`src/tak_pkg.sv`:
```
package tak_pkg;

  // clock and internal oscillator rates
  localparam int unsigned CLK_MHZ = 200;
  localparam int unsigned OSC_MHZ = 10;
  localparam logic [4:0] OSC_DIV_LAST = 5'(CLK_MHZ / OSC_MHZ - 1);

  // acquisition times in ns, as programmed
  localparam int unsigned ACQ_SHORT_NS = 1500;
  localparam int unsigned ACQ_MID_NS = 5000;
  localparam int unsigned ACQ_LONG_NS = 95000;
  // reference power-up wait per resolution, in ns
  localparam int unsigned REF_UP8_NS = 10000;
  localparam int unsigned REF_UP10_NS = 15000;
  localparam int unsigned REF_UP12_NS = 20000;
  // panel and keypad column settling, in ns
  localparam int unsigned PANEL_SETTLE_NS = 1000;
  localparam int unsigned KEY_SETTLE_NS = 1000;

  // least times rounded up to whole oscillator ticks
  localparam logic [9:0] ACQ_SHORT_TICKS = 10'((ACQ_SHORT_NS*OSC_MHZ+999)/1000);
  localparam logic [9:0] ACQ_MID_TICKS = 10'((ACQ_MID_NS*OSC_MHZ+999)/1000);
  localparam logic [9:0] ACQ_LONG_TICKS = 10'((ACQ_LONG_NS*OSC_MHZ+999)/1000);
  localparam logic [9:0] REF_UP8_TICKS = 10'((REF_UP8_NS*OSC_MHZ+999)/1000);
  localparam logic [9:0] REF_UP10_TICKS = 10'((REF_UP10_NS*OSC_MHZ+999)/1000);
  localparam logic [9:0] REF_UP12_TICKS = 10'((REF_UP12_NS*OSC_MHZ+999)/1000);
  localparam logic [9:0] PANEL_TICKS =
    10'((PANEL_SETTLE_NS*OSC_MHZ+999)/1000);
  localparam logic [4:0] KEY_TICKS = 5'((KEY_SETTLE_NS*OSC_MHZ+999)/1000);
  // conversion length per resolution, in ticks
  localparam logic [9:0] CONV8_TICKS = 10'h009;
  localparam logic [9:0] CONV10_TICKS = 10'h00B;
  localparam logic [9:0] CONV12_TICKS = 10'h00D;

  // register byte offsets
  localparam logic [7:0] ADR_ADC_CTRL = 8'h00;
  localparam logic [7:0] ADR_DAC = 8'h04;
  localparam logic [7:0] ADR_KEY_CTRL = 8'h08;
  localparam logic [7:0] ADR_KEY_MASK = 8'h0C;
  localparam logic [7:0] ADR_COL_MASK = 8'h10;
  localparam logic [7:0] ADR_KEY_PEND = 8'h14;
  localparam logic [7:0] ADR_KEY_SCAN = 8'h18;
  localparam logic [7:0] ADR_GPIO_SEL = 8'h1C;
  localparam logic [7:0] ADR_GPIO_OUT = 8'h20;
  localparam logic [7:0] ADR_GPIO_IN = 8'h24;
  localparam logic [7:0] ADR_STATUS = 8'h28;
  localparam logic [7:0] ADR_RESULT = 8'h2C;

  // reset values and limits
  localparam logic [7:0] DAC_RESET = 8'h80;
  localparam logic [4:0] GPIO_MAX_KEYS = 5'h0C;

  // conversion select codes
  localparam logic [3:0] SEL_X = 4'h1;
  localparam logic [3:0] SEL_Y = 4'h2;
  localparam logic [3:0] SEL_BAT1 = 4'h3;
  localparam logic [3:0] SEL_TEMP = 4'h7;

  typedef struct packed {
    logic touch_en;
    logic [1:0] acq_sel;
    logic [1:0] res_sel;
    logic ref_level_sel;
    logic ref_power_keep;
    logic ref_source_sel;
    logic [3:0] conv_select_bits;
  } tak_adc_ctrl_t;

  typedef struct packed {
    logic [1:0] debounce_sel;
    logic key_irq_en;
    logic key_detect_en;
  } tak_key_ctrl_t;

  typedef enum logic [2:0] {
    SC_IDLE, SC_REF_UP, SC_SETTLE, SC_ACQ, SC_CONV
  } tak_scan_t;

  typedef struct packed {
    logic [2:0][8:0] sync;
    logic [8:0] pins;
    logic [4:0] osc_div;
    tak_adc_ctrl_t adc;
    logic [7:0] dac;
    tak_key_ctrl_t kctl;
    logic [15:0] key_mask;
    logic [3:0] col_mask;
    logic [7:0] gpio_sel;
    logic [7:0] gpio_dir;
    logic [7:0] gpio_out;
    logic [15:0] pending;
    logic [15:0] scan_res;
    logic [11:0] result;
    tak_scan_t scan;
    logic [9:0] cnt;
    logic [3:0] cur_sel;
    logic conv_start;
    logic [31:0] prdata;
    logic pslverr;
  } tak_main_st_t;

  typedef struct packed {
    logic [1:0] col;
    logic [4:0] cnt;
    logic [15:0] sample;
    logic [15:0] last;
    logic [4:0] stable;
    logic [15:0] result;
    logic valid;
  } tak_kp_st_t;

  function automatic logic [9:0] acq_ticks(input logic [1:0] s);
    case (s)
      2'h0: acq_ticks = ACQ_SHORT_TICKS;
      2'h1: acq_ticks = ACQ_MID_TICKS;
      default: acq_ticks = ACQ_LONG_TICKS;
    endcase
  endfunction

  function automatic logic [9:0] ref_ticks(input logic [1:0] s);
    case (s)
      2'h0: ref_ticks = REF_UP8_TICKS;
      2'h1: ref_ticks = REF_UP10_TICKS;
      default: ref_ticks = REF_UP12_TICKS;
    endcase
  endfunction

  function automatic logic [9:0] conv_ticks(input logic [1:0] s);
    case (s)
      2'h0: conv_ticks = CONV8_TICKS;
      2'h1: conv_ticks = CONV10_TICKS;
      default: conv_ticks = CONV12_TICKS;
    endcase
  endfunction

  function automatic logic [4:0] debounce_scans(input logic [1:0] s);
    case (s)
      2'h0: debounce_scans = 5'h02;
      2'h1: debounce_scans = 5'h04;
      2'h2: debounce_scans = 5'h08;
      default: debounce_scans = 5'h10;
    endcase
  endfunction

endpackage

```
`src/tak_ctrl.sv`:
```
`timescale 1ns/1ps
module tak_ctrl (
  input wire logic clk, // 200 MHz system clock
  input wire logic rst_n, // sync reset, active low
  input wire logic ce, // clock enable, freezes state
  input wire logic psel, // apb select
  input wire logic penable, // apb enable
  input wire logic pwrite, // apb write
  input wire logic [7:0] paddr, // apb byte address
  input wire logic [31:0] pwdata, // apb write data
  output logic [31:0] prdata, // apb read data
  output logic pready, // apb ready
  output logic pslverr, // apb error, unmapped address or write to a read-only register
  input wire logic [11:0] adc_data, // converter result
  output logic conv_start, // start conversion pulse
  output logic [3:0] mux_sel, // input mux selection
  output logic x_pos_drv, // x+ driver on
  output logic x_neg_drv, // x- driver on
  output logic y_pos_drv, // y+ driver on
  output logic y_neg_drv, // y- driver on
  output logic pen_pullup_en, // x+ pullup for touch detect
  input wire logic pen_sense_i, // x+ level, low when touched
  output logic ref_on, // internal reference powered
  output logic ref_source_sel, // 1 external reference
  output logic ref_level_sel, // 1 selects 2.5 V
  output logic [7:0] dac_code, // DAC code
  input wire logic [3:0] row_i, // row pin level
  output logic [3:0] row_o, // row pin drive value
  output logic [3:0] row_oe, // row pin output enable
  input wire logic [3:0] col_i, // column pin level
  output logic [3:0] col_o, // column pin drive value
  output logic [3:0] col_oe, // column pin output enable
  output logic busy_n, // busy, active low
  output logic touch_irq_n, // pen interrupt, active low
  output logic keypress_irq_n // key interrupt, active low
);

  tak_pkg::tak_main_st_t r;
  tak_pkg::tak_main_st_t n;
  logic osc_tick;
  logic wr;
  logic rd;
  logic [31:0] rd_val;
  logic rd_ok;
  logic [15:0] mon_keys;
  logic [4:0] key_count;
  logic gpio_allowed;
  logic [7:0] gpio_eff;
  logic [3:0] col_drive;
  logic [15:0] kp_keys;
  logic kp_valid;
  logic kp_busy;
  logic [15:0] eff_keys;
  logic scan_busy;
  logic needs_ref;

  // count monitored keys in a mask
  function automatic logic [4:0] popcount16(input logic [15:0] v);
    logic [4:0] c;
    c = 5'h00;
    for (int i = 0; i < 16; i++) begin
      c = c + {4'h0, v[i]};
    end
    popcount16 = c;
  endfunction

  // reference-using conversions: battery, aux, temperature
  function automatic logic uses_ref(input logic [3:0] s);
    uses_ref = (s >= tak_pkg::SEL_BAT1) && (s <= tak_pkg::SEL_TEMP);
  endfunction

  // trim a result to the selected resolution
  function automatic logic [11:0] res_trim(input logic [11:0] d,
                                           input logic [1:0] s);
    case (s)
      2'h0: res_trim = {4'h0, d[11:4]};
      2'h1: res_trim = {2'h0, d[11:2]};
      default: res_trim = d;
    endcase
  endfunction

  // key monitored unless its own bit or its column is masked
  always_comb begin
    for (int k = 0; k < 16; k++) begin
      mon_keys[k] = !r.key_mask[k] && !r.col_mask[k/4];
    end
  end

  assign key_count = popcount16(mon_keys);
  assign gpio_allowed = key_count <= tak_pkg::GPIO_MAX_KEYS;
  assign gpio_eff = gpio_allowed ? r.gpio_sel : 8'h00;
  assign eff_keys = kp_keys & mon_keys;
  assign scan_busy = r.scan != tak_pkg::SC_IDLE;
  assign needs_ref = uses_ref(r.cur_sel);

  // apb strobes in the access phase
  assign wr = psel && penable && pwrite;
  assign rd = psel && penable && !pwrite;

  // read value decode
  always_comb begin
    rd_val = 32'h0000_0000;
    rd_ok = 1'b1;
    if (paddr == tak_pkg::ADR_ADC_CTRL) begin
      rd_val = {20'h00000, r.adc};
    end else if (paddr == tak_pkg::ADR_DAC) begin
      rd_val = {24'h000000, r.dac};
    end else if (paddr == tak_pkg::ADR_KEY_CTRL) begin
      rd_val = {28'h0000000, r.kctl};
    end else if (paddr == tak_pkg::ADR_KEY_MASK) begin
      rd_val = {16'h0000, r.key_mask};
    end else if (paddr == tak_pkg::ADR_COL_MASK) begin
      rd_val = {28'h0000000, r.col_mask};
    end else if (paddr == tak_pkg::ADR_KEY_PEND) begin
      rd_val = {16'h0000, r.pending};
    end else if (paddr == tak_pkg::ADR_KEY_SCAN) begin
      rd_val = {16'h0000, r.scan_res};
    end else if (paddr == tak_pkg::ADR_GPIO_SEL) begin
      rd_val = {24'h000000, r.gpio_sel};
    end else if (paddr == tak_pkg::ADR_GPIO_OUT) begin
      rd_val = {16'h0000, r.gpio_dir, r.gpio_out};
    end else if (paddr == tak_pkg::ADR_GPIO_IN) begin
      rd_val = {24'h000000, r.pins[7:0]};
    end else if (paddr == tak_pkg::ADR_STATUS) begin
      rd_val = {26'h0000000, gpio_allowed, !r.pins[8], kp_busy,
                scan_busy, ref_on, !busy_n};
    end else if (paddr == tak_pkg::ADR_RESULT) begin
      rd_val = {20'h00000, r.result};
    end else begin
      rd_ok = 1'b0;
    end
  end

  // next state of the whole block
  always_comb begin
    n = r;
    n.conv_start = 1'b0;
    // three-stage pin synchronisers, accept when stages two and three agree
    n.sync[0] = {pen_sense_i, col_i, row_i};
    n.sync[1] = r.sync[0];
    n.sync[2] = r.sync[1];
    for (int i = 0; i < 9; i++) begin
      if (r.sync[1][i] == r.sync[2][i]) begin
        n.pins[i] = r.sync[2][i];
      end
    end
    // internal 10 MHz oscillator from the system clock
    n.osc_div = osc_tick ? 5'h00 : r.osc_div + 5'h01;
    // setup phase: register read data and error
    if (psel && !penable) begin
      n.prdata = rd_val;
      n.pslverr = !rd_ok || (pwrite && (paddr == tak_pkg::ADR_KEY_PEND ||
                  paddr == tak_pkg::ADR_KEY_SCAN ||
                  paddr == tak_pkg::ADR_GPIO_IN ||
                  paddr == tak_pkg::ADR_STATUS ||
                  paddr == tak_pkg::ADR_RESULT));
    end
    // pending keys: read clears, a new press in the same cycle wins
    if (rd && paddr == tak_pkg::ADR_KEY_PEND) begin
      n.pending = 16'h0000;
    end
    if (kp_valid) begin
      n.pending = n.pending | (eff_keys & ~r.scan_res);
      n.scan_res = eff_keys;
    end
    if (!r.kctl.key_detect_en) begin
      n.scan_res = 16'h0000;
    end
    // register writes
    if (wr) begin
      if (paddr == tak_pkg::ADR_ADC_CTRL) begin
        n.adc = pwdata[11:0];
      end else if (paddr == tak_pkg::ADR_DAC) begin
        n.dac = pwdata[7:0];
      end else if (paddr == tak_pkg::ADR_KEY_CTRL) begin
        n.kctl = pwdata[3:0];
      end else if (paddr == tak_pkg::ADR_KEY_MASK) begin
        n.key_mask = pwdata[15:0];
      end else if (paddr == tak_pkg::ADR_COL_MASK) begin
        n.col_mask = pwdata[3:0];
      end else if (paddr == tak_pkg::ADR_GPIO_SEL) begin
        n.gpio_sel = pwdata[7:0];
      end else if (paddr == tak_pkg::ADR_GPIO_OUT) begin
        n.gpio_out = pwdata[7:0];
        n.gpio_dir = pwdata[15:8];
      end
    end
    // scan sequencer, timed in oscillator ticks
    case (r.scan)
      tak_pkg::SC_IDLE: begin
        // zero select bits start no scan, the write only loads the control register
        if (wr && paddr == tak_pkg::ADR_ADC_CTRL && pwdata[3:0] != 4'h0) begin
          n.cur_sel = pwdata[3:0];
          if (uses_ref(pwdata[3:0]) && pwdata[5:4] == 2'b00) begin
            n.scan = tak_pkg::SC_REF_UP;
            n.cnt = tak_pkg::ref_ticks(pwdata[8:7]) - 10'h001;
          end else begin
            n.scan = tak_pkg::SC_SETTLE;
            n.cnt = tak_pkg::PANEL_TICKS - 10'h001;
          end
        end
      end
      tak_pkg::SC_REF_UP: begin
        if (osc_tick) begin
          if (r.cnt != 10'h000) begin
            n.cnt = r.cnt - 10'h001;
          end else begin
            n.scan = tak_pkg::SC_SETTLE;
            n.cnt = tak_pkg::PANEL_TICKS - 10'h001;
          end
        end
      end
      tak_pkg::SC_SETTLE: begin
        if (osc_tick) begin
          if (r.cnt != 10'h000) begin
            n.cnt = r.cnt - 10'h001;
          end else begin
            n.scan = tak_pkg::SC_ACQ;
            n.cnt = tak_pkg::acq_ticks(r.adc.acq_sel) - 10'h001;
          end
        end
      end
      tak_pkg::SC_ACQ: begin
        if (osc_tick) begin
          if (r.cnt != 10'h000) begin
            n.cnt = r.cnt - 10'h001;
          end else begin
            n.scan = tak_pkg::SC_CONV;
            n.conv_start = 1'b1;
            n.cnt = tak_pkg::conv_ticks(r.adc.res_sel) - 10'h001;
          end
        end
      end
      tak_pkg::SC_CONV: begin
        if (osc_tick) begin
          if (r.cnt != 10'h000) begin
            n.cnt = r.cnt - 10'h001;
          end else begin
            n.scan = tak_pkg::SC_IDLE;
            n.result = res_trim(adc_data, r.adc.res_sel);
          end
        end
      end
      default: begin
        n.scan = tak_pkg::SC_IDLE;
      end
    endcase
  end

  // state register, cleared on reset except DAC midscale
  always_ff @(posedge clk) begin
    if (!rst_n) begin
      r <= '0;
      r.dac <= tak_pkg::DAC_RESET;
    end else if (ce) begin
      r <= n;
    end
  end

  assign osc_tick = r.osc_div == tak_pkg::OSC_DIV_LAST;

  tak_keypad u_keypad (
    .clk(clk),
    .rst_n(rst_n),
    .ce(ce),
    .osc_tick(osc_tick),
    .enable(r.kctl.key_detect_en),
    .debounce_sel(r.kctl.debounce_sel),
    .rows(r.pins[3:0] & ~gpio_eff[3:0]),
    .col_skip(r.col_mask | gpio_eff[7:4]),
    .col_drive(col_drive),
    .keys(kp_keys),
    .keys_valid(kp_valid),
    .busy(kp_busy)
  );

  // apb answer with no wait states
  assign pready = 1'b1;
  assign prdata = r.prdata;
  assign pslverr = r.pslverr && psel && penable;

  // reference control
  assign ref_on = !r.adc.ref_source_sel && (r.adc.ref_power_keep ||
                  (scan_busy && needs_ref));
  assign ref_source_sel = r.adc.ref_source_sel;
  assign ref_level_sel = r.adc.ref_level_sel;
  // unsigned code, one step is reference over 256
  assign dac_code = r.dac;

  // panel drivers and sense selection
  assign conv_start = r.conv_start;
  assign mux_sel = scan_busy ? r.cur_sel : 4'h0;
  assign y_pos_drv = scan_busy && r.cur_sel == tak_pkg::SEL_Y;
  assign y_neg_drv = (scan_busy && r.cur_sel == tak_pkg::SEL_Y) ||
                     (!scan_busy && r.adc.touch_en);
  assign x_pos_drv = scan_busy && r.cur_sel == tak_pkg::SEL_X;
  assign x_neg_drv = scan_busy && r.cur_sel == tak_pkg::SEL_X;
  assign pen_pullup_en = !scan_busy && r.adc.touch_en;

  // keypad and GPIO pins
  assign row_o = r.gpio_out[3:0];
  assign row_oe = gpio_eff[3:0] & r.gpio_dir[3:0];
  assign col_o = (r.gpio_out[7:4] & gpio_eff[7:4]) | ~gpio_eff[7:4];
  assign col_oe = (gpio_eff[7:4] & r.gpio_dir[7:4]) | col_drive;

  // busy and interrupt outputs
  assign busy_n = !(scan_busy || kp_busy);
  assign touch_irq_n = !(r.adc.touch_en && !scan_busy && !r.pins[8]);
  assign keypress_irq_n = !(r.kctl.key_irq_en && |r.pending);

endmodule

```
`src/tak_keypad.sv`:
```
`timescale 1ns/1ps
// column-by-column matrix scan with consecutive-scan debounce
module tak_keypad (
  input wire logic clk, // system clock
  input wire logic rst_n, // sync reset, active low
  input wire logic ce, // clock enable
  input wire logic osc_tick, // internal oscillator tick
  input wire logic enable, // key detection on
  input wire logic [1:0] debounce_sel, // debounce length select
  input wire logic [3:0] rows, // synchronised row levels
  input wire logic [3:0] col_skip, // columns left out of the scan
  output logic [3:0] col_drive, // column driven high
  output logic [15:0] keys, // debounced raw key pattern
  output logic keys_valid, // new debounced pattern
  output logic busy // debounce in progress
);

  tak_pkg::tak_kp_st_t r;
  tak_pkg::tak_kp_st_t n;
  logic [15:0] vec;

  // next state: settle, sample a column, compare full scans
  always_comb begin
    n = r;
    n.valid = 1'b0;
    vec = r.sample;
    vec[{r.col, 2'b00} +: 4] = col_skip[r.col] ? 4'h0 : rows;
    if (!enable) begin
      n = '0;
    end else if (osc_tick) begin
      if (r.cnt != 5'h00) begin
        n.cnt = r.cnt - 5'h01;
      end else begin
        n.cnt = tak_pkg::KEY_TICKS - 5'h01;
        n.sample = vec;
        n.col = r.col + 2'h1;
        if (r.col == 2'h3) begin
          n.last = vec;
          if (vec != r.last) begin
            n.stable = 5'h00;
          end else if (r.stable != tak_pkg::debounce_scans(debounce_sel)) begin
            n.stable = r.stable + 5'h01;
            if (r.stable + 5'h01 == tak_pkg::debounce_scans(debounce_sel)) begin
              n.result = vec;
              n.valid = 1'b1;
            end
          end
        end
      end
    end
  end

  // state register
  always_ff @(posedge clk) begin
    if (!rst_n) begin
      r <= '0;
    end else if (ce) begin
      r <= n;
    end
  end

  // one column at a time, four rows each
  assign col_drive = enable ? ((4'h1 << r.col) & ~col_skip) : 4'h0;
  assign keys = r.result;
  assign keys_valid = r.valid;
  assign busy = enable && (r.stable != 5'h00) && (r.last != r.result);

endmodule

```
`config.mk`:
```
export PLATFORM = sky130hd
export DESIGN_NAME = tak_ctrl
export DESIGN_NICKNAME = d
export VERILOG_FILES = /design/src/tak_pkg.sv /design/src/tak_ctrl.sv /design/src/tak_keypad.sv
export SDC_FILE = /design/constraint.sdc
export NUM_CORES = 1
export LEC_CHECK = 0
export ABC_AREA = 1
export BUFFER_PORTS_ARGS = -buffer_cell sky130_fd_sc_hd__buf_2
export CORE_ASPECT_RATIO = 1.1
export CORE_UTILIZATION = 59
export DETAILED_ROUTE_END_ITERATION = 10
export PLACE_DENSITY = 0.85
export SETUP_SLACK_MARGIN = 0.05
export SLEW_MARGIN = 5
export SYNTH_ARGS = -nofsm -noshare
export SYNTH_HDL_FRONTEND = slang
export SYNTH_SLANG_ARGS = --single-unit
```
`constraint.sdc`:
```
create_clock -name clk -period 6.2 [get_ports clk]
set_input_delay 0.62 -clock clk [delete_from_list [all_inputs] [get_ports clk]]
set_output_delay 0.62 -clock clk [all_outputs]
set_load 0.02 [all_outputs]
```
Yosys cells after proc, flatten, opt, wreduce, memory -nomap -nowiden
Cells that the tools add are included.

Reduce and logical (&&, ||, !) cells: 116. Mux-type cells: 89. Add/subtract/negate cells: 24. Shifts and indexed selects: 3. Equal/unequal tests: 55. Magnitude comparators: 6. Bitwise logic cells: 22.

Operators with widths (count): 2-to-1 mux 16 bit (11); 2-to-1 mux 10 bit (13); 2-to-1 mux 61 bit (2); 2-to-1 mux 5 bit (14); adder 5 x 1 -> 5 bit (11); 2-to-1 mux 54 bit (1); 2-to-1 mux 13 bit (4); 2-to-1 mux 17 bit (3); case mux 10 bit (5 select lines) (1); 2-to-1 mux 12 bit (4); subtractor 10 x 1 -> 10 bit (second input constant) (4); logical AND 1 bit (38); 2-to-1 mux 38 bit (1); bitwise AND 16 bit (2); == test 8 x 5 -> 1 bit (second input constant) (4); == test 8 x 6 -> 1 bit (second input constant) (4); 2-to-1 mux 32 bit (1); != test 16 bit (2); zero test 1 bit (29); != test 2 bit (second input constant) (12); case mux 12 bit (2 select lines) (1); AND reduction 2 bit (12); 2-to-1 mux 22 bit (1); bitwise AND 4 bit (5); other kinds (64) (135).

Register bits after elaboration: 265. Logic and storage cells: 360.

Logic depth before layout (Yosys ltp)
Gate-level depths: netlist (run 1).

Depth after elaboration: 46. Gate-level depth with buffers: 35. Mapped depth without buffers: 33.

Hierarchy
From an unflattened synthesis (run 1), not the netlist that was laid out.

Cell total of the unflattened synthesis: 2071. Area total of the unflattened synthesis: 13967.1 um^2.

Modules (own cells, without submodules): tak_ctrl (cells each 1394, seq. area each 3763.6 um^2, area an instance 9766.9 um^2, instances 1); tak_keypad (cells each 677, seq. area each 1221.2 um^2, area an instance 4200.3 um^2, instances 1).

Worst setup path before layout (run 1)
No wires, ideal clock.

Kind: reg-to-reg. Start point: register r[120] in the netlist's numbering. End point: register u_keypad.r, in the netlist u_keypad.keys[12]. Data arrival time: 5.341 ns. Data required time: 6.086 ns. Setup time: 0.114 ns. Setup slack: 0.745 ns. Buffers on the path: 2. Cell stages (with the launch flop): 34. Cell sequence: dfxtp_1 clkbuf_1 nor2_1 fa_1 inv_1 fa_1 inv_1 fa_1 fa_1 ha_1 inv_1 fa_1 nand2_1 nand2_1 nor2_1 nand3_2 nand3_1 nand3_1 nand3_1 nand2_4 nor2_4 nand2_1 nand3_1 nand2_1 nor2_1 nor2b_1 nand3_1 nor2_2 nand2_1 nand2_2 buf_4 nand2_1 nand2_1 nor2_2.

Word-level cells in the longest chain between the ends: 29.

Ends and longest elaborated chain: start, declared (RTL line tak_ctrl.sv:38) `tak_pkg::tak_main_st_t r;`; start signal, assigned (RTL line tak_ctrl.sv:256) `r <= n;`; zero test 1 bit (RTL line tak_ctrl.sv:85) `mon_keys[k] = !r.key_mask[k] && !r.col_mask[k/4];`; logical AND 1 bit (RTL line tak_ctrl.sv:85); adder 4 x 1 -> 5 bit (RTL line tak_ctrl.sv:62) `c = c + {4'h0, v[i]};`; adder 5 x 1 -> 5 bit (11 in a row) (RTL line tak_ctrl.sv:62); <= comparator 5 x 4 -> 1 bit (RTL line tak_ctrl.sv:90) `assign gpio_allowed = key_count <= tak_pkg::GPIO_MAX_KEYS;`; 2-to-1 mux 8 bit (RTL line tak_ctrl.sv:91) `assign gpio_eff = gpio_allowed ? r.gpio_sel : 8'h00;`; OR 4 bit (RTL line tak_ctrl.sv:270) `.col_skip(r.col_mask | gpio_eff[7:4]),`; binary-select mux 1 bit (select 2 bit) (RTL line tak_keypad.sv:27) `vec[{r.col, 2'b00} +: 4] = col_skip[r.col] ? 4'h0 : rows;`; [3 not listed]; bitwise mux 16 bit * (RTL line tak_keypad.sv:27); 2-to-1 mux 17 bit (RTL line tak_keypad.sv:43) `if (r.stable + 5'h01 == tak_pkg::debounce_scans(debounce_sel)) begin`; 2-to-1 mux 22 bit (RTL line tak_keypad.sv:41) `end else if (r.stable != tak_pkg::debounce_scans(debounce_sel)) begin`; 2-to-1 mux 17 bit (RTL line tak_keypad.sv:39) `if (vec != r.last) begin`; 2-to-1 mux 38 bit (RTL line tak_keypad.sv:37) `if (r.col == 2'h3) begin`; 2-to-1 mux 54 bit (RTL line tak_keypad.sv:31) `if (r.cnt != 5'h00) begin`; 2-to-1 mux 61 bit (RTL line tak_keypad.sv:30) `end else if (osc_tick) begin`; 2-to-1 mux 61 bit (RTL line tak_keypad.sv:28) `if (!enable) begin`; end signal, assigned (RTL line tak_keypad.sv:58) `r <= n;`; end, declared (RTL line tak_keypad.sv:18) `tak_pkg::tak_kp_st_t r;`.

Every way passes the cells marked *; elsewhere a longest branch is shown, timed or not. The select of a mux whose other input is x is not followed. A chain may end at the register's enable or synchronous reset.

Worst setup path after layout (run 1)
Start point: register r[122] in the netlist's numbering. End point: register u_keypad.r, in the netlist u_keypad.keys[6].

Word-level cells in the longest chain between the ends: 21.

Ends and longest elaborated chain (RTL line): zero test 1 bit (tak_ctrl.sv:85); logical AND 1 bit (tak_ctrl.sv:85); adder 5 x 1 -> 5 bit (4 in a row) (tak_ctrl.sv:62); <= comparator 5 x 4 -> 1 bit (tak_ctrl.sv:90); 2-to-1 mux 8 bit (tak_ctrl.sv:91); OR 4 bit (tak_ctrl.sv:270); binary-select mux 1 bit (select 2 bit) (tak_keypad.sv:27); 2-to-1 mux 1 bit (implied by the code) (tak_keypad.sv:27); [2 not listed]; bitwise mux 16 bit * (tak_keypad.sv:27); 2-to-1 mux 17 bit (tak_keypad.sv:43); 2-to-1 mux 22 bit (tak_keypad.sv:41); 2-to-1 mux 17 bit (tak_keypad.sv:39); 2-to-1 mux 38 bit (tak_keypad.sv:37); 2-to-1 mux 54 bit (tak_keypad.sv:31); 2-to-1 mux 61 bit (tak_keypad.sv:30); 2-to-1 mux 61 bit (tak_keypad.sv:28).

Marked as above.

==> reports/metrics.yaml, run 1 <==
timing:
  rsz0062_at_grt: "true"
  setup_tns_ns: 0
  slew_headroom_pct: 14.60
  achievable-frequency_mhz: 166.9
  setup_viol: 0
  worst_slack_ns: 0.2078
  slew_viol_final: 0
  skew_ns: 0.01331
  min_period_ns: 5.992
  hold_violations: 0
  worstMarginPinSlew_ns: 1.276
  post-route-period-util_pct: 96.65
  hold_ws_ns: 0.3007
routing:
  wl_met1_um: 15770
  drtIter0Drc: 1599
  vias: 13480
  remaining_drc_errors: 0
  routed-wl-met2_um: 18240
  top_layer: "met4"
  antenna_left: 0
  first_pass_iters: 5
  wl_per_cell_um: 17.61
  drt-total-wl_um: 40280
  met3_length_um: 3907
  routed_via_density: 5.893
critical_path:
  endpoint_kind: "register"
  slowest_delay_ns: 0.52
  crit_type: "reg2reg"
  slowest_stage: "fa_1"
  cp_max_fo: 7
  required_ns: 6.68
  arrival_ns: 6.47
  startpoint_type: "register"
  path_buf_inv: 3
  path_delay_family: "adder cells"
floorplan:
  die-area_um2: 22890
  die_w_um: 144.3
  core_um2: 21580
  io_pins: 141
  die_y_um: 158.6
  rows: 56
  initial_core_util_pct: 60.93
final_layout:
  num-fill-cells: 1833
  final_cells: 2287
  layout.nets: 2069
  drive_gt1_share_pct: 13.27
  stdcell_area_um2: 14780
  area_growth_pct: 12.42
  antenna-diode-count: 0
logic_synthesis:
  synthArstFlopShare_pct: 0
  synth.avg_cell_area_um2: 6.870
  synth_common_cells: "nand2_1 (370), nor2_1 (261), dfxtp_1 (249), inv_1 (199), a21oi_1 (194)"
  syn_area_um2: 13150
  synth_top_area_share_pct: 37.91
  ys_warn_count: 0
  synth_edf_count: 0
  synth_seq_cells: 249
  ys_seq_area_share_pct: 37.91
  ys_types: 50
  yosysMostFrequentCell: "nand2_1"
  synth_ff_type: "dfxtp_1"
  synthCells: 1914
  synthTopCellsByArea: "dfxtp_1 (38%), nand2_1 (11%), nor2_1 (7.5%), a21oi_1 (7.4%), o21ai_0 (6.8%)"
  yosysTopAreaCell: "dfxtp_1"
global_route:
  grt_usage_pct: 34.84
  overflow: 0
  grt_pass1_vias: 12050
  grt_max_degree: 94
  grt_pass1_wl_um: 62220
  antenna_found_initial: 0
place:
  place_inst: 2224
  place_congestion: 1.008
  io_buffer_count: 107
  post-place-ws_ns: 0.1488
  hpwl_um: 28480
  place_area_um2: 13640
cts:
  cts-root-buf: "clkbuf_16"
  hold_buffers: 0
  cts-htree-levels: 1
  clkLatencyLatePin_ns: 0.54
  cts_tree: "done"
  cts_made_buffers: 27
  cts.sinks: 249
  clk_pin_slew_ns: 0.06
  ctsLongestPathBuffers: 3
hold_path:
  hold_path.class: "in2reg"
pwr:
  ir_drop_mv: 0.2824
  power_density_nw_per_um2: 269.5
  p_leak_nw: 6.294
flow_run:
  drv_cap: 0
run_status:
  run_status: "finished clean"
## cells in the final DEF, fill, tap and decap left out, types with 7 or more instances in the layout
| cell | instances |
|---|---|
| dfxtp_1 | 247 |
| buf_2 | 106 |
| nor2_1 | 255 |
| nand2_1 | 357 |
| a221oi_1 | 17 |
| o21ai_0 | 178 |
| fa_1 | 9 |
| o2111ai_1 | 8 |
| nand3_2 | 10 |
| inv_1 | 193 |
| nor3_1 | 34 |
| nand2_2 | 14 |
| inv_2 | 7 |
| clkbuf_8 | 9 |
| nor4_1 | 12 |
| nor2_2 | 16 |
| clkbuf_16 | 28 |
| nand4_1 | 19 |
| a211oi_1 | 28 |
| a31oi_1 | 7 |
| nand3_1 | 55 |
| o22ai_1 | 12 |
| buf_4 | 33 |
| conb_1 | 17 |
| a21oi_1 | 194 |
| o211ai_1 | 15 |
| xor2_1 | 21 |
| ha_1 | 15 |
## cell families after synthesis
group                    after synthesis  synth area share, %
adder cells (fa/ha/maj)               26                3.045
flip-flops                           249                37.91
other                                  2              0.05711
AND/OR/NAND/NOR                      814                26.62
XOR/XNOR                              23                1.532
buffers and inverters                330                10.95
AO/OA/AOI/OAI                        470                19.89
## final cells by class
type                       count  area, µm²  area share [%]
multi-input combinational   1350       6919           46.81
sequential                   249       4990           33.75
timing repair buffer         142      843.3           5.705
clock buffer                  41      818.3           5.535
inverter                     206      773.2           5.231
tap                          290      362.8           2.455
clock inverter                 9      76.32          0.5163
## path summary, 6_finish.rpt
kind	slack, ns	to	start	cells past startpoint
setup / recovery	0.21	u_keypad.keys[6]	r[122]	31
setup reg to reg	0.21	u_keypad.keys[6]	r[122]	31
hold / removal	0.30	n[189]	row_i[3]	3
hold reg to reg	0.46	r[173]	r[200]	2
## sequential cells by signal, indices dropped and copies added (netlist names)
signal	cells
r	139
u_keypad.r	44
n	18
prdata	16
u_keypad.keys	16
dac_code	8
row_o	4
conv_start	1
ref_level_sel	1
ref_source_sel	1
u_keypad.keys_valid	1
## worst min-delay path, stage by stage
cell and delay [ns]:
buf_2 0.08, nor2_1 0.03, nor2_1 0.08
## repair_timing
action,4_1_cts,5_1_grt
setup endpoints to repair,0,23
resized for setup,0,46
buffers inserted,0,12
## per-stage QoR
stage / util (%) / power [mW]
6_report: 68.50 / 3.984
5_1_grt: 68.50 / 4.120
4_1_cts: 67.33 / 3.966
3_5_place_dp: 63.18 / 2.376
3_3_place_gp: 63.18 / 2.358
2_1_floorplan: - / 2.213
## report_power, final
| group | switching [mW] | total (mW) | internal [mW] |
|---|---|---|---|
| Sequential | 0.0492 | 1.70 | 1.66 |
| Clock | 0.670 | 1.62 | 0.949 |
| Combinational | 0.463 | 0.660 | 0.198 |
| Total | 1.18 | 3.98 | 2.80 |
## routing by layer
layer / global-route usage (%) / vias up
met5: 0 / -
met4: 20.05 / 0
met3: 6.256 / 139
met2: 54.46 / 760
met1: 45.11 / 6193
li1: - / 6385
No activity file was read; power rests on OpenSTA's default activity.
==> inputs of run 2 (changes only) <==
--- a/config.mk
+++ b/config.mk
@@ -6,7 +6,7 @@
 export NUM_CORES = 1
 export LEC_CHECK = 0
 export ABC_AREA = 1
-export BUFFER_PORTS_ARGS = -buffer_cell sky130_fd_sc_hd__buf_2
+export BUFFER_PORTS_ARGS = -buffer_cell sky130_fd_sc_hd__buf_4
 export CORE_ASPECT_RATIO = 1.1
 export CORE_UTILIZATION = 59
 export DETAILED_ROUTE_END_ITERATION = 10
@@ -16,3 +16,4 @@
 export SYNTH_ARGS = -nofsm -noshare
 export SYNTH_HDL_FRONTEND = slang
 export SYNTH_SLANG_ARGS = --single-unit
+export TNS_END_PERCENT = 100
==> run 2 against run 1 <==
Effect of this change: setup slack better by 0.034 ns; non-clock buffer count is 4 lower; hold slack better by 0.0016 ns; fmax is 0.57% higher; register-to-register slack better by 0.03 ns; wire length is 2.7% higher; core utilization is 1.3 points higher; count of clock-buffer cells in the layout is 5 lower; sequential share of layout area is 0.60 points lower; die area stayed put.
==> reports/metrics.yaml, run 2 (synthesized netlist as in run 1, its figures left out) <==
final_layout:
  largest_reg_flops: 139  # unchanged
  drive_gt1_share_pct: 12.65  # was 13.27%
  layout_commonest_cell: "nand2_1"  # unchanged
  final_cells: 2282  # was 2287
  layout_common_cells: "nand2_1 (365), nor2_1 (258), dfxtp_1 (244), inv_1 (195), a21oi_1 (194)"  # was nand2_1 (357), nor2_1 (255), dfxtp_1 (247), a21oi_1 (194), inv_1 (193)
  antenna-diode-count: 0  # unchanged
  stdcell_area_um2: 15070  # was 14780 µm²
  num-fill-cells: 1883  # was 1833
  layout.nets: 2065  # was 2069
  largest-register: "r"  # unchanged
  area_growth_pct: 14.60  # was 12.42%
cts:
  cts_made_buffers: 27  # unchanged
  clk_pin_slew_ns: 0.06  # about the same
  cts-htree-levels: 1  # unchanged
  cts_tree: "done"  # unchanged
  ctsLongestPathBuffers: 3  # unchanged
  clkLatencyLatePin_ns: 0.54  # about the same
  cts-root-buf: "clkbuf_16"  # unchanged
  cts.sinks: 249  # unchanged
routing:
  drtIter0Drc: 1776  # was 1599
  drt-total-wl_um: 41380  # was 40280 µm
  remaining_drc_errors: 0  # unchanged
  antenna_left: 0  # unchanged
  wl_per_cell_um: 18.13  # was 17.61 µm
  vias: 13520  # was 13480
  routed_via_density: 5.926  # was 5.893
  first_pass_iters: 6  # was 5
place:
  io_buffer_count: 107  # unchanged
  post-place-ws_ns: 0.1692  # was 0.1488 ns
  place_area_um2: 13900  # was 13640 µm²
  hpwl_um: 29000  # was 28480 µm
  place_inst: 2224  # unchanged
  place_congestion: 1.021  # was 1.008
hold_path:
  whs_endpoint: "n[190]"  # was n[189]
  hold_depth: 3  # unchanged
  hold_path.class: "in2reg"  # unchanged
  min_from: "col_i[0]"  # was row_i[3]
global_route:
  grt_pass1_vias: 12090  # was 12050
  use_met2_pct: 56.32  # was 54.46%
  overflow: 0  # unchanged
  gr-usage-met1_pct: 46.71  # was 45.11%
  use_met3_pct: 5.353  # was 6.256%
  grt_usage_pct: 35.57  # was 34.84%
  grt_pass1_wl_um: 63320  # was 62220 µm
  antenna_found_initial: 0  # unchanged
  grt_max_degree: 89  # was 94
  grt-busiest-layer: "met2"  # unchanged
critical_path:
  endpoint_kind: "register"  # unchanged
  arrival_ns: 6.42  # was 6.47 ns
  required_ns: 6.67  # was 6.68 ns
  slowest_stage: "fa_1"  # unchanged
  regToRegSetupSlack_ns: 0.24  # was 0.21 ns
  reg2reg_to: "u_keypad.keys[4]"  # was u_keypad.keys[6]
  rr_worst_depth: 32  # was 31
  cp_max_fo: 6  # was 7
  startpoint_type: "register"  # unchanged
  path_common_cell: "nand2_1"
  slowest_delay_ns: 0.53  # was 0.52 ns
  r2r-start: "r[119]"  # was r[122]
  crit_type: "reg2reg"  # unchanged
flow_run:
  drv_cap: 0  # unchanged
timing:
  setup_viol: 0  # unchanged
  min_period_ns: 5.958  # was 5.992 ns
  worstMarginPinSlew_ns: 1.251  # was 1.276 ns
  post-route-period-util_pct: 96.10  # was 96.65%
  hold_violations: 0  # unchanged
  slew_viol_final: 0  # unchanged
  rsz0062_at_grt: "true"  # unchanged
  worst_slack_ns: 0.2419  # was 0.2078 ns
  slew_headroom_pct: 16.31  # was 14.60%
  achievable-frequency_mhz: 167.8  # was 166.9 MHz
  skew_ns: 0.01900  # was 0.01331 ns
pwr:
  ir_drop_mv: 0.2850  # was 0.2824 mV
  p_leak_nw: 6.335  # was 6.294 nW
  combPwrFrac_pct: 16.6  # about the same
  power_density_nw_per_um2: 272.7  # was 269.5 nW/µm²
  switching_share_pct: 29.16  # was 29.67%
  power.total_mw: 4.109  # was 3.984 mW
  pwr-share-seq_pct: 41.5  # was 42.8%
  intPower_mw: 2.911  # was 2.802 mW
  switchingPower_mw: 1.198  # was 1.182 mW
  p_clk_share_pct: 41.9  # was 40.6%
floorplan:
  die-area_um2: 22890  # unchanged
  core_um2: 21580  # unchanged
  die_y_um: 158.6  # unchanged
  initial_core_util_pct: 60.93  # unchanged
  rows: 56  # unchanged
  die_w_um: 144.3  # unchanged
  io_pins: 141  # unchanged
run_status:
  run_status: "finished clean"  # unchanged
run 2: cell types whose count changed in the layout (fill, tap and decap cells not counted), moves of 4 or more:
cell	change
buf_4	+100
nand2_2	-6
nor2_2	-4
buf_2	-106
nand2_1	+8
run 2: worst max-delay path: cells and delay by family, from the launching register on:
family / cells / cell delay (ns)
adders and majority gates: 6 / 2.62
and+or+nand+nor: 22 / 2.48
DFF: 1 / 0.34
buffers and inverters: 4 / 0.43
run 2: worst max path at each step:
| stage | startpoint | endpoint | slack [ns] | depth (start not counted) |
|---|---|---|---|---|
| 4_1_cts | r[119] | u_keypad.keys[2] | 0.10 | 31 |
| 3_3_place_gp | r[119] | u_keypad.keys[14] | 0.19 | 31 |
| 2_1_floorplan | r[120] | u_keypad.keys[12] | 0.75 | 33 |
| 6_report | r[119] | u_keypad.keys[4] | 0.24 | 32 |
| 3_5_place_dp | r[119] | u_keypad.keys[3] | 0.17 | 31 |
| 5_1_grt | r[119] | u_keypad.keys[2] | -0.01 | 32 |
run 2: power by group through the flow:
stage | sequential (mW) | clock, mW | combinational, mW
2_1_floorplan | 1.72 | 0 | 0.491
3_3_place_gp | 1.73 | 0 | 0.635
3_5_place_dp | 1.74 | 0 | 0.654
4_1_cts | 1.70 | 1.72 | 0.660
5_1_grt | 1.71 | 1.79 | 0.747
6_report | 1.70 | 1.72 | 0.683
run 2: metrics by stage:
stage          hold slack [ns]  TNS (ns)  util (%)
6_report                0.3023         0     69.83
5_1_grt                 0.3071  -0.01539     69.83
4_1_cts                 0.3012         0     68.81
3_5_place_dp            0.4474         0     64.41
3_3_place_gp            0.4403         0     64.41
2_1_floorplan           0.4245         0         -
run 2: timing repair:
action / CTS / global route
setup buffers: 0 / 7
resized for setup: 0 / 35
setup endpoints to repair: 0 / 22
hold buffers: 0 / 0
run 2: per-layer routing:
| metal | wire length (µm) | vias to the layer above |
|---|---|---|
| met4 | 2342 | 0 |
| met1 | 16550 | 6209 |
| met5 | 0 | - |
| met3 | 3926 | 157 |
| met2 | 18560 | 768 |
| li1 | - | 6388 |
run 2: final cells by class:
cell class | instances | area, µm² | area share, %
sequential | 249 | 4996 | 33.15
multi-input combinational | 1350 | 6877 | 45.63
clock buffer | 36 | 779.5 | 5.173
inverter | 206 | 775.7 | 5.148
timing repair buffer | 138 | 1109 | 7.356
clock inverter | 13 | 170.2 | 1.129
tap | 290 | 362.8 | 2.408
==> inputs of run 3 (changes only) <==
--- a/config.mk
+++ b/config.mk
@@ -7,8 +7,10 @@
 export LEC_CHECK = 0
 export ABC_AREA = 1
 export BUFFER_PORTS_ARGS = -buffer_cell sky130_fd_sc_hd__buf_4
+export CELL_PAD_IN_SITES_DETAIL_PLACEMENT = 2
+export CELL_PAD_IN_SITES_GLOBAL_PLACEMENT = 2
 export CORE_ASPECT_RATIO = 1.1
-export CORE_UTILIZATION = 59
+export CORE_UTILIZATION = 33
 export DETAILED_ROUTE_END_ITERATION = 10
 export PLACE_DENSITY = 0.85
 export SETUP_SLACK_MARGIN = 0.05
==> run 3 against run 2 <==
Effect of this change: the run now ends with setup timing left; hold slack got worse by 0.038 ns; wire length increased by 51%; die area increased by 78%; largest power group unchanged.
==> reports/metrics.yaml, run 3 (synthesized netlist as in run 1, its figures left out) <==
run_status:
  run_status: "complete, but fails checks"  # was finished clean
  violations: "setup timing"
pwr:
  p_leak_nw: 6.464  # was 6.335 nW
  intPower_mw: 3.067  # was 2.911 mW
  switchingPower_mw: 1.339  # was 1.198 mW
  p_clk_share_pct: 44.6  # was 41.9%
  pwr-share-seq_pct: 38.8  # was 41.5%
  switching_share_pct: 30.39  # was 29.16%
  combPwrFrac_pct: 16.6  # about the same
  power_density_nw_per_um2: 281.3  # was 272.7 nW/µm²
  ir_drop_mv: 0.2274  # was 0.2850 mV
timing:
  min_period_ns: 6.331  # was 5.958 ns
  skew_ns: 0.01333  # was 0.01900 ns
  achievable-frequency_mhz: 157.9  # was 167.8 MHz
  post-route-period-util_pct: 102.1  # was 96.10%
  worst_slack_ns: -0.1314  # was 0.2419 ns
  worstMarginPinSlew_ns: 1.260  # was 1.251 ns
  slew_headroom_pct: 15.68  # was 16.31%
  rsz0062_at_grt: "true"  # unchanged
  hold_violations: 0  # unchanged
  setup_viol: 16  # was 0
  slew_viol_final: 0  # unchanged
floorplan:
  io_pins: 141  # unchanged
  die-area_um2: 40650  # was 22890 µm²
  die_y_um: 211.4  # was 158.6 µm
  initial_core_util_pct: 33.57  # was 60.93%
  die_w_um: 192.3  # was 144.3 µm
  core_um2: 39180  # was 21580 µm²
  rows: 76  # was 56
final_layout:
  area_growth_pct: 19.11  # was 14.60%
  antenna-diode-count: 0  # unchanged
  layout_commonest_cell: "nand2_1"  # unchanged
  final_cells: 2517  # was 2282
  stdcell_area_um2: 15660  # was 15070 µm²
  layout.nets: 2081  # was 2065
  layout_common_cells: "nand2_1 (354), nor2_1 (255), dfxtp_1 (247), a21oi_1 (194), inv_1 (193)"  # was nand2_1 (365), nor2_1 (258), dfxtp_1 (244), inv_1 (195), a21oi_1 (194)
  drive_gt1_share_pct: 14.28  # was 12.65%
  largest_reg_flops: 139  # unchanged
  largest-register: "r"  # unchanged
cts:
  cts_tree: "done"  # unchanged
  hold_buffers: 0  # unchanged
  cts_made_buffers: 30  # was 27
  ctsLongestPathBuffers: 3  # unchanged
  cts.sinks: 249  # unchanged
  cts-root-buf: "clkbuf_16"  # unchanged
  clk_pin_slew_ns: 0.06  # about the same
  clkLatencyLatePin_ns: 0.59  # was 0.54 ns
  cts-htree-levels: 1  # unchanged
hold_path:
  hold_path.class: "in2reg"  # unchanged
  whs_endpoint: "n[190]"  # unchanged
  min_from: "col_i[0]"  # unchanged
  hold_depth: 3  # unchanged
place:
  place_congestion: 0.8821  # was 1.021
  place_area_um2: 14280  # was 13900 µm²
  hpwl_um: 41230  # was 29000 µm
  io_buffer_count: 107  # unchanged
  place_inst: 2451  # was 2224
critical_path:
  arrival_ns: 6.85  # was 6.42 ns
  path_buf_inv: 4  # unchanged
  reg2reg_to: "u_keypad.keys[10]"  # was u_keypad.keys[4]
  rr_worst_depth: 32  # unchanged
  cp_max_fo: 8  # was 6
  required_ns: 6.72  # was 6.67 ns
  endpoint_kind: "register"  # unchanged
  r2r-start: "r[136]"  # was r[119]
  path_delay_family: "simple AND/OR/NAND/NOR gates"  # was adder cells
  crit_type: "reg2reg"  # unchanged
  slowest_delay_ns: 0.54  # was 0.53 ns
  slowest_stage: "fa_1"  # unchanged
  path_common_cell: "nand2_1"  # unchanged
  startpoint_type: "register"  # unchanged
  regToRegSetupSlack_ns: -0.13  # was 0.24 ns
flow_run:
  drv_cap: 0  # unchanged
routing:
  first_pass_iters: 4  # was 6
  routed_via_density: 5.698  # was 5.926
  remaining_drc_errors: 0  # unchanged
  wl_per_cell_um: 24.87  # was 18.13 µm
  vias: 14340  # was 13520
  antenna_left: 0  # unchanged
  drt-total-wl_um: 62590  # was 41380 µm
  drtIter0Drc: 975  # was 1776
global_route:
  grt_pass1_vias: 15310  # was 12090
  grt_pass1_wl_um: 90010  # was 63320 µm
  grt_max_degree: 101  # was 89
  grt_usage_pct: 28.92  # was 35.57%
  overflow: 0  # unchanged
  antenna_found_initial: 0  # unchanged
-- run 3: cell count changes in the layout (fill, tap and decap cells not counted), sizes merged --
cell      before  now
buf          136  150
bufinv         4    5
clkbuf        38   43
clkinv        13   12
clkinvlp       2    1
-- run 3: layout make-up --
class,instances,area (µm²)
tap,507,634.4
multi-input combinational,1350,6992
inverter,206,773.2
sequential,249,4987
clock buffer,42,887.1
timing repair buffer,151,1201
fill,4639,23520
clock inverter,12,187.7
-- run 3: tightest hold or removal path: stages --
cell and delay, ns:
buf_4 0.08, nor2_1 0.03, nor2_1 0.08
-- run 3: how the worst max path moves through the flow --
stage | start | to | slack (ns) | cells past startpoint
final | r[136] | u_keypad.keys[10] | -0.13 | 32
after global routing | r[136] | u_keypad.keys[10] | -0.31 | 32
after CTS | r[126] | u_keypad.keys[9] | 0.06 | 31
after detailed placement | r[119] | u_keypad.keys[7] | -0.17 | 30
after global placement | r[119] | u_keypad.r[21] | 0.14 | 31
after floorplan | r[120] | u_keypad.keys[12] | 0.75 | 33
-- run 3: routing by layer --
layer	vias up	routed length, µm	track usage, %	part of all wire, %
li1	6398	-	-	-
met1	7315	24920	34.12	40
met2	461	31380	51.25	50
met3	168	3033	3.680	4.8
met4	0	3259	13.98	5.2
met5	-	0	0	0
-- run 3: power groups by stage --
stage | Clock, mW | Sequential (mW) | Combinational, mW
floorplan | 0 | 1.72 | 0.491
global placement | 0 | 1.74 | 0.669
detailed placement | 0 | 1.74 | 0.705
CTS | 1.98 | 1.71 | 0.719
global route | 2.05 | 1.71 | 0.799
finish | 1.97 | 1.71 | 0.730
-- run 3: what timing repair did --
item | CTS | global route
resized for setup | 19 | 41
endpoints found under the setup margin | 25 | 24
pin swaps | 19 | 19
gates cloned | 0 | 1
setup buffers | 6 | 5
-- run 3: per-stage QoR --
stage	setup TNS, ns	setup WS, ns	power [mW]	hold slack, ns	util (%)
2_1_floorplan	0	0.7453	2.213	0.4245	-
3_3_place_gp	0	0.1365	2.406	0.4473	36.44
3_5_place_dp	-2.959	-0.1666	2.446	0.4644	36.44
4_1_cts	0	0.05806	4.404	0.2442	39.47
5_1_grt	-5.180	-0.3133	4.565	0.2737	39.98
6_report	-0.6423	-0.1314	4.406	0.2645	39.98
